===== src/hw/uwd_pkg.sv =====
package uwd_pkg;
   // Window offsets
   localparam logic [2:0] OFS_DATA     = 3'h0;
   localparam logic [2:0] OFS_IER_DLM  = 3'h1;
   localparam logic [2:0] OFS_FIFO_ISR = 3'h2;
   localparam logic [2:0] OFS_LCR      = 3'h3;
   localparam logic [2:0] OFS_MCR      = 3'h4;
   localparam logic [2:0] OFS_LSR      = 3'h5;
   localparam logic [2:0] OFS_MSR      = 3'h6;
   localparam logic [2:0] OFS_SCRATCH  = 3'h7;
   // Line control unlock value and bit positions in line and additional control
   localparam logic [7:0] LCR_UNLOCK   = 8'hbf;
   localparam int         LCR_DLAB_BIT = 7;
   localparam int         ACR_MAP_BIT  = 7;
   localparam int         ACR_ICR_BIT  = 6;
   // Index of the additional control register within the indexed set
   localparam logic [7:0] IDX_ACR      = 8'h00;
   // Values after reset
   localparam logic [7:0] RST_LCR      = 8'h00;
   localparam logic [7:0] RST_BYTE     = 8'h00;
   localparam logic [7:0] RST_ACR      = 8'h00;
endpackage


===== src/hw/uwd_window.sv =====
// How it works
// All registers share an 8-byte window; mapping follows line and additional control.
// Divisor access bit set makes offsets 0 and 1 reach the divisor bytes.
// With divisor access, offset 0 reads and writes divisor bits 7..0.
// With divisor access, offset 1 reads and writes divisor bits 15..8.
// One line control format drives both transmitter and receiver.
// Writing 0xBF to line control opens the enhanced register set.
// Writing 0xBF sets only bit 7; bits 6..0 keep their values.
// Software leaves enhanced mapping by writing an ordinary line control value.
// Additional control bit 7 maps the extended status registers into the window.
// Additional control bit 6 enables reads of the indexed set window.
// Normal write to offset 0 loads the transmit holding byte.
// Offset 7 is scratch storage and the index for the indexed set.
// Normal read of offset 0 returns the oldest received character.
// Offset 2 writes fifo control and reads interrupt status.
// Holding and interrupt enable registers answer only with divisor access clear.
// Standard registers other than line control and the divisor answer only when last line control write was not 0xBF.
// Enhanced and flow character registers answer only after a 0xBF write.
`timescale 1ns/1ps
module uwd_window
   import uwd_pkg::*;
#(
   parameter int DATA_W = 8
)
(
   input  wire logic        clk_sys,
   input  wire logic        arst_n,
   input  wire logic [2:0]  reg_addr,
   input  wire logic        reg_wr,
   input  wire logic        reg_rd,
   input  wire logic [7:0]  reg_wdata,
   output logic      [7:0]  reg_rdata,
   output logic             reg_rvalid,
   input  wire logic [7:0]  rx_data,
   input  wire logic [7:0]  isr_in,
   input  wire logic [7:0]  lsr_in,
   input  wire logic [7:0]  msr_in,
   input  wire logic [7:0]  asr_in,
   input  wire logic [7:0]  rx_level,
   input  wire logic [7:0]  tx_level,
   output logic      [7:0]  tx_data,
   output logic             tx_load,
   output logic             rx_pop,
   output logic      [7:0]  fifo_ctrl,
   output logic             fifo_ctrl_load,
   output logic      [15:0] divisor,
   output logic      [7:0]  line_control,
   output logic             enhanced_map,
   output logic      [7:0]  interrupt_enable,
   output logic      [7:0]  modem_control,
   output logic      [7:0]  scratch_index,
   output logic      [7:0]  enhanced_features,
   output logic      [7:0]  xon1,
   output logic      [7:0]  xon2,
   output logic      [7:0]  xoff1,
   output logic      [7:0]  xoff2,
   output logic      [7:0]  additional_control
);
   if (DATA_W != 8)
   begin : g_check
      $error("uwd_window serves byte-wide data only");
   end

   logic       dlab;
   logic       map950;
   logic       icr_rd;
   logic       ld_dll;
   logic       ld_dlm;
   logic       ld_ier;
   logic       ld_mcr;
   logic       ld_spr;
   logic       ld_efr;
   logic       ld_xon1;
   logic       ld_xon2;
   logic       ld_xoff1;
   logic       ld_xoff2;
   logic       ld_acr;
   logic [7:0] next_rdata;

   assign dlab   = line_control[LCR_DLAB_BIT];
   assign map950 = additional_control[ACR_MAP_BIT];
   assign icr_rd = additional_control[ACR_ICR_BIT];

   // Write decode of the shared window
   always_comb
   begin
      ld_dll   = 1'b0;
      ld_dlm   = 1'b0;
      ld_ier   = 1'b0;
      ld_mcr   = 1'b0;
      ld_spr   = 1'b0;
      ld_efr   = 1'b0;
      ld_xon1  = 1'b0;
      ld_xon2  = 1'b0;
      ld_xoff1 = 1'b0;
      ld_xoff2 = 1'b0;
      ld_acr   = 1'b0;
      if (reg_wr)
      begin
         case (reg_addr)
            OFS_DATA:     ld_dll = dlab;
            OFS_IER_DLM:
            begin
               ld_dlm = dlab;
               ld_ier = !dlab;
            end
            OFS_FIFO_ISR: ld_efr = enhanced_map;
            OFS_MCR:
            begin
               ld_xon1 = enhanced_map;
               ld_mcr  = !enhanced_map;
            end
            OFS_LSR:
            begin
               ld_xon2 = enhanced_map;
               ld_acr  = !enhanced_map && (scratch_index == IDX_ACR);
            end
            OFS_MSR:      ld_xoff1 = enhanced_map;
            OFS_SCRATCH:
            begin
               ld_xoff2 = enhanced_map;
               ld_spr   = !enhanced_map;
            end
            default:
            begin
               ld_dll = 1'b0;
            end
         endcase
      end
   end

   // Byte registers of the window
   uwd_byte_reg #(.WIDTH(8), .RESET(RST_BYTE)) u_dll
      (.clk_sys(clk_sys), .arst_n(arst_n), .load(ld_dll), .din(reg_wdata), .q(divisor[7:0]));
   uwd_byte_reg #(.WIDTH(8), .RESET(RST_BYTE)) u_dlm
      (.clk_sys(clk_sys), .arst_n(arst_n), .load(ld_dlm), .din(reg_wdata), .q(divisor[15:8]));
   uwd_byte_reg #(.WIDTH(8), .RESET(RST_BYTE)) u_ier
      (.clk_sys(clk_sys), .arst_n(arst_n), .load(ld_ier), .din(reg_wdata),
       .q(interrupt_enable));
   uwd_byte_reg #(.WIDTH(8), .RESET(RST_BYTE)) u_mcr
      (.clk_sys(clk_sys), .arst_n(arst_n), .load(ld_mcr), .din(reg_wdata), .q(modem_control));
   uwd_byte_reg #(.WIDTH(8), .RESET(RST_BYTE)) u_spr
      (.clk_sys(clk_sys), .arst_n(arst_n), .load(ld_spr), .din(reg_wdata), .q(scratch_index));
   uwd_byte_reg #(.WIDTH(8), .RESET(RST_BYTE)) u_efr
      (.clk_sys(clk_sys), .arst_n(arst_n), .load(ld_efr), .din(reg_wdata),
       .q(enhanced_features));
   uwd_byte_reg #(.WIDTH(8), .RESET(RST_BYTE)) u_xon1
      (.clk_sys(clk_sys), .arst_n(arst_n), .load(ld_xon1), .din(reg_wdata), .q(xon1));
   uwd_byte_reg #(.WIDTH(8), .RESET(RST_BYTE)) u_xon2
      (.clk_sys(clk_sys), .arst_n(arst_n), .load(ld_xon2), .din(reg_wdata), .q(xon2));
   uwd_byte_reg #(.WIDTH(8), .RESET(RST_BYTE)) u_xoff1
      (.clk_sys(clk_sys), .arst_n(arst_n), .load(ld_xoff1), .din(reg_wdata), .q(xoff1));
   uwd_byte_reg #(.WIDTH(8), .RESET(RST_BYTE)) u_xoff2
      (.clk_sys(clk_sys), .arst_n(arst_n), .load(ld_xoff2), .din(reg_wdata), .q(xoff2));
   uwd_byte_reg #(.WIDTH(8), .RESET(RST_ACR)) u_acr
      (.clk_sys(clk_sys), .arst_n(arst_n), .load(ld_acr), .din(reg_wdata),
       .q(additional_control));

   // Line control and enhanced unlock; one format serves both directions
   always_ff @(posedge clk_sys or negedge arst_n)
   begin
      if (!arst_n)
      begin
         line_control <= RST_LCR;
         enhanced_map <= 1'b0;
      end
      else if (reg_wr && reg_addr == OFS_LCR)
      begin
         if (reg_wdata == LCR_UNLOCK)
         begin
            line_control[LCR_DLAB_BIT] <= 1'b1;
            enhanced_map               <= 1'b1;
         end
         else
         begin
            line_control <= reg_wdata;
            enhanced_map <= 1'b0;
         end
      end
   end

   // Strobes to the serial engine and fifo control
   always_ff @(posedge clk_sys or negedge arst_n)
   begin
      if (!arst_n)
      begin
         tx_data        <= 8'h00;
         tx_load        <= 1'b0;
         fifo_ctrl      <= 8'h00;
         fifo_ctrl_load <= 1'b0;
         rx_pop         <= 1'b0;
      end
      else
      begin
         tx_load        <= reg_wr && reg_addr == OFS_DATA && !dlab;
         fifo_ctrl_load <= reg_wr && reg_addr == OFS_FIFO_ISR && !enhanced_map;
         rx_pop         <= reg_rd && reg_addr == OFS_DATA && !dlab;
         if (reg_wr && reg_addr == OFS_DATA && !dlab)
         begin
            tx_data <= reg_wdata;
         end
         if (reg_wr && reg_addr == OFS_FIFO_ISR && !enhanced_map)
         begin
            fifo_ctrl <= reg_wdata;
         end
      end
   end

   // Read multiplexer of the shared window
   always_comb
   begin
      next_rdata = 8'h00;
      case (reg_addr)
         OFS_DATA:     next_rdata = dlab ? divisor[7:0] : rx_data;
         OFS_IER_DLM:
         begin
            if (dlab)
               next_rdata = divisor[15:8];
            else if (map950)
               next_rdata = asr_in;
            else
               next_rdata = interrupt_enable;
         end
         OFS_FIFO_ISR: next_rdata = enhanced_map ? enhanced_features : isr_in;
         OFS_LCR:      next_rdata = (map950 && !enhanced_map) ? rx_level : line_control;
         OFS_MCR:
         begin
            if (enhanced_map)
               next_rdata = xon1;
            else if (map950)
               next_rdata = tx_level;
            else
               next_rdata = modem_control;
         end
         OFS_LSR:
         begin
            if (enhanced_map)
               next_rdata = xon2;
            else if (icr_rd)
               next_rdata = (scratch_index == IDX_ACR) ? additional_control : 8'h00;
            else
               next_rdata = lsr_in;
         end
         OFS_MSR:      next_rdata = enhanced_map ? xoff1 : msr_in;
         OFS_SCRATCH:  next_rdata = enhanced_map ? xoff2 : scratch_index;
         default:      next_rdata = 8'h00;
      endcase
   end

   // Registered read answer, one cycle after the strobe
   always_ff @(posedge clk_sys or negedge arst_n)
   begin
      if (!arst_n)
      begin
         reg_rdata  <= 8'h00;
         reg_rvalid <= 1'b0;
      end
      else
      begin
         reg_rvalid <= reg_rd;
         if (reg_rd)
         begin
            reg_rdata <= next_rdata;
         end
      end
   end
endmodule


===== src/hw/uwd_byte_reg.sv =====
`timescale 1ns/1ps
module uwd_byte_reg
#(
   parameter int               WIDTH = 8,
   parameter logic [WIDTH-1:0] RESET = '0
)
(
   input  wire logic             clk_sys,
   input  wire logic             arst_n,
   input  wire logic             load,
   input  wire logic [WIDTH-1:0] din,
   output logic      [WIDTH-1:0] q
);
   // Host writable storage byte
   always_ff @(posedge clk_sys or negedge arst_n)
   begin
      if (!arst_n)
      begin
         q <= RESET;
      end
      else if (load)
      begin
         q <= din;
      end
   end
endmodule


===== config.mk =====
export PLATFORM = sky130hd
export DESIGN_NAME = uwd_window
export DESIGN_NICKNAME = d
export VERILOG_FILES = /design/src/hw/uwd_pkg.sv /design/src/hw/uwd_window.sv /design/src/hw/uwd_byte_reg.sv
export SDC_FILE = /design/constraint.sdc
export NUM_CORES = 1
export LEC_CHECK = 0
export BUFFER_PORTS_ARGS = -buffer_cell sky130_fd_sc_hd__buf_2
export CAP_MARGIN = 40
export CORE_MARGIN = 2
export CORE_UTILIZATION = 53
export CTS_BUF_LIST = sky130_fd_sc_hd__clkbuf_8
export DETAILED_ROUTE_END_ITERATION = 16
export PLACE_DENSITY = 0.83
export SLEW_MARGIN = 20
export SYNTH_ARGS = -nofsm -noshare
export SYNTH_HDL_FRONTEND = slang
export SYNTH_SLANG_ARGS = --single-unit

===== constraint.sdc =====
create_clock -name clk_sys -period 2.3 [get_ports clk_sys]
set_input_delay 0.46 -clock clk_sys [delete_from_list [all_inputs] [get_ports clk_sys]]
set_output_delay 0.46 -clock clk_sys [all_outputs]
set_load 0.02 [all_outputs]

==> impl_metrics.csv <==
group,metric,value,unit
synthesis,ys.flop_type,"dfrtp_1",
floorplanning,initial_core_util,53.96,%
drt,drt_first_pass_iters,5,
synthesis,synth.top_cells.by_count,"dfrtp_1, mux2_2, mux2i_1, mux2_1",
synthesis,synth_area,6108,um^2
grt,antenna_found_initial,0,
cells_and_area,fill_cells,836,
grt,grt_usage,32.85,%
cells_and_area,num_antenna_cells,0,
timing,hold_slack,302.8,ps
setup_path,rr_endpoint,"reg_rdata[0]$_DFFE_PN0P_",
timing,rsz0062_at_grt,"false",
timing,relSlewSlack,64.23,%
timing,worst_slew_pin_slew,535.0,ps
synthesis,syn_area_per_cell,12.83,um^2
grt,grt_pass1_wl,30770,um
timing,fmax,474.4,MHz
synthesis,synth_top_area_share,51.21,%
power,seqPwrFrac,40.1,%
placement,pre_cts_slack,118.4,ps
timing,finClkSkew,9.681,ps
setup_path,crit_chain,"buf_12 -> mux2i_1 -> nor2_1 -> a221oi_1 -> o211ai_1 -> a31o_1",
clocking,clk_pin_slew_worst_paths,80,ps
drt,drtIter0Drc,421,
drt,vias,5230,
clocking,postCtsSetupBuffers,0,
setup_path,critical_path_arrival,2450,ps
power,p_sw,3.175,mW
floorplanning,ios,196,
timing,finalHoldViolCount,0,
floorplanning,die_height,111.4,um
grt,overflow,0,
power,combPwrFrac,35.6,%
clocking,clockBufferDepth,2,
timing,finalSetupViolations,0,
setup_path,path_buf_inv,1,
placement,hpwl,14870,um
setup_path,critical-path-max-stage-delay,510,ps
drt,vias_per_cell,6.175,
timing,tns,0,ps
synthesis,syn-num-nets,547,
drt,drc,0,
cells_and_area,syn2layout_area_growth,27.90,%
clocking,h-tree-depth,4,
power,ir_worst_vdd,0.5757,mV
clocking,cts_tree,"built",
grt,grt_pass1_vias,5330,
outcome,status,"completed",
setup_path,critPathMaxFanout,21,
power,power_density,1051,nW/um^2
synthesis,synth_warnings,0,
power,swShare,38.68,%
clocking,numCtsBuffers,17,
cells_and_area,final_nets,762,
timing,finalCritPeriodShare,91.65,%
flow_run,drv_cap,0,
synthesis,synth_area_leaders,"dfrtp_1, mux2_2, mux2i_1",
synthesis,yosys.area.top_type,"dfrtp_1",
setup_path,rrSetupSlack,190,ps
hold_path,hold_path.class,"in2reg",
floorplanning,dieArea,12400,um^2
floorplanning,coreArea,11320,um^2
setup_path,path_delay_family,"compound AO/OA/AOI/OAI gates",
power,cellLeakagePower,3.792,nW
hold_path,hp-start,"reg_rd",
synthesis,synth_cell_types,53,
power,p_int,5.034,mW
power,clockPowerShare,24.3,%
setup_path,crit_slowest_cell,"dfrtp_2",
hold_path,min_delay_path_depth,1,
synthesis,ys_ff_latch,125,
clocking,clk_latency,450,ps
setup_path,critPathKind,"reg2reg",
synthesis,synthCells,476,
setup_path,endpoint_kind,"register",
timing,finalCriticalPeriod,2108,ps
placement,place_congestion,1.028,
clocking,ctsRootBufferMaster,"clkbuf_8",
timing,setup_ws,192.1,ps
drt,wl_per_cell,23.94,um
setup_path,crit_required,2640,ps
synthesis,synthArstFlopShare,100.0,%
hold_path,min_to,"reg_rvalid$_DFF_PN0_",
setup_path,r2r_cells,6,
drt,wl,20280,um
timing,drv_slew,0,
floorplanning,dieWidth,111.4,um
placement,portBuffers,195,
synthesis,synth_most_common_cell,"dfrtp_1",
cells_and_area,layout-drive-gt1-share,53.55,%
drt,ant_nets,0,
grt,grt_max_degree,54,
setup_path,rr_startpoint,"enhanced_map$_DFFE_PN0P_",
floorplanning,rows,39,
synthesis,ys_seq_area_share,51.21,%
setup_path,startpoint_type,"register",
clocking,clock_sinks,125,
synthesis,synth_edf_count,0,
[worst reg2reg max path, stage by stage (launching register included)]
cell and delay, ps:
dfrtp_2 510, buf_12 210, mux2i_1 340, nor2_1 80
a221oi_1 360, o211ai_1 250, a31o_1 260
[power groups by stage]
| stage | combinational, mW | sequential, mW | clock, mW |
|---|---|---|---|
| after floorplan | 1.06 | 3.89 | 0 |
| after global placement | 2.85 | 3.27 | 0 |
| after detailed placement | 2.90 | 3.31 | 0 |
| after CTS | 2.91 | 3.28 | 2.00 |
| after global routing | 3.06 | 3.35 | 2.11 |
| final | 2.92 | 3.29 | 2.00 |
[final cells by class]
| type | count | area, um^2 | area share, % |
|---|---|---|---|
| inverters | 6 | 22.52 | 0.2883 |
| clock buffers | 17 | 234.0 | 2.995 |
| flip-flops and latches | 125 | 3129 | 40.05 |
| repair buffers | 229 | 1286 | 16.46 |
| clock inverters | 15 | 172.7 | 2.210 |
| multi-input cells | 312 | 2789 | 35.70 |
| well taps | 143 | 178.9 | 2.290 |
[cells by family (layout without fill, tap and decap cells)]
kind of cell,after synthesis,count (layout),synth area share (%)
simple gates,75,75,7.313
mux,163,163,29.60
compound gates,74,74,8.747
flops,125,125,51.21
buf+inv,39,267,3.134
[worst max-delay path by stage]
stage	startpoint	end	slack, ps	cells after the start
after floorplan	enhanced_map$_DFFE_PN0P_	reg_rdata[7]$_DFFE_PN0P_	390	5
after global placement	enhanced_map$_DFFE_PN0P_	reg_rdata[0]$_DFFE_PN0P_	160	6
after detailed placement	reg_addr[0]	reg_rdata[3]$_DFFE_PN0P_	120	7
after CTS	enhanced_map$_DFFE_PN0P_	reg_rdata[0]$_DFFE_PN0P_	150	6
after global routing	enhanced_map$_DFFE_PN0P_	reg_rdata[4]$_DFFE_PN0P_	150	6
final	enhanced_map$_DFFE_PN0P_	reg_rdata[0]$_DFFE_PN0P_	190	6
[layer usage]
| metal | GRT usage, % | up-vias | wire length [um] |
|---|---|---|---|
| met4 | 14.49 | 0 | 642 |
| li1 | - | 2230 | - |
| met2 | 52.24 | 302 | 9829 |
| met3 | 7.186 | 56 | 1559 |
| met1 | 43.89 | 2642 | 8247 |
| met5 | 0 | - | 0 |
[placed cells by master, fill, tap and decap left out, drive strengths merged, types with 2 or more instances in the layout]
cell and count:
inv 7, and2 3, nand4 4, nand3 12, nand2b 2, a221o 4, o221ai 6, nand2 15
a22oi 7, o211ai 11, clkinvlp 3, o32ai 2, nand4b 2, and3 2, a221oi 5, o21ai 7
nor2 14, or3 2, a31oi 6, mux2i 40, a21oi 11, mux4 2, clkinv 8, mux2 121
clkbuf 17, nor4 4, o22ai 6, a21boi 3, buf 228, nand3b 2, dfrtp 125, or4b 2
bufinv 3, nor3 6
[timing repair]
item	in CTS	in global routing
hold buffers	1	0
gates resized for setup	0	1
hold endpoints to repair	34	0
setup endpoints to repair	0	1
[through the flow]
step	total power, mW	area (um^2)	util (%)	std cells
floorplan	4.951	6108	-	476
CTS	8.190	7811	69.00	847
global placement	6.118	7395	65.32	814
detailed placement	6.209	7395	65.32	814
global route	8.520	7812	69.01	847
finish	8.209	7812	69.01	847
Power figures use the tool's default switching activity.
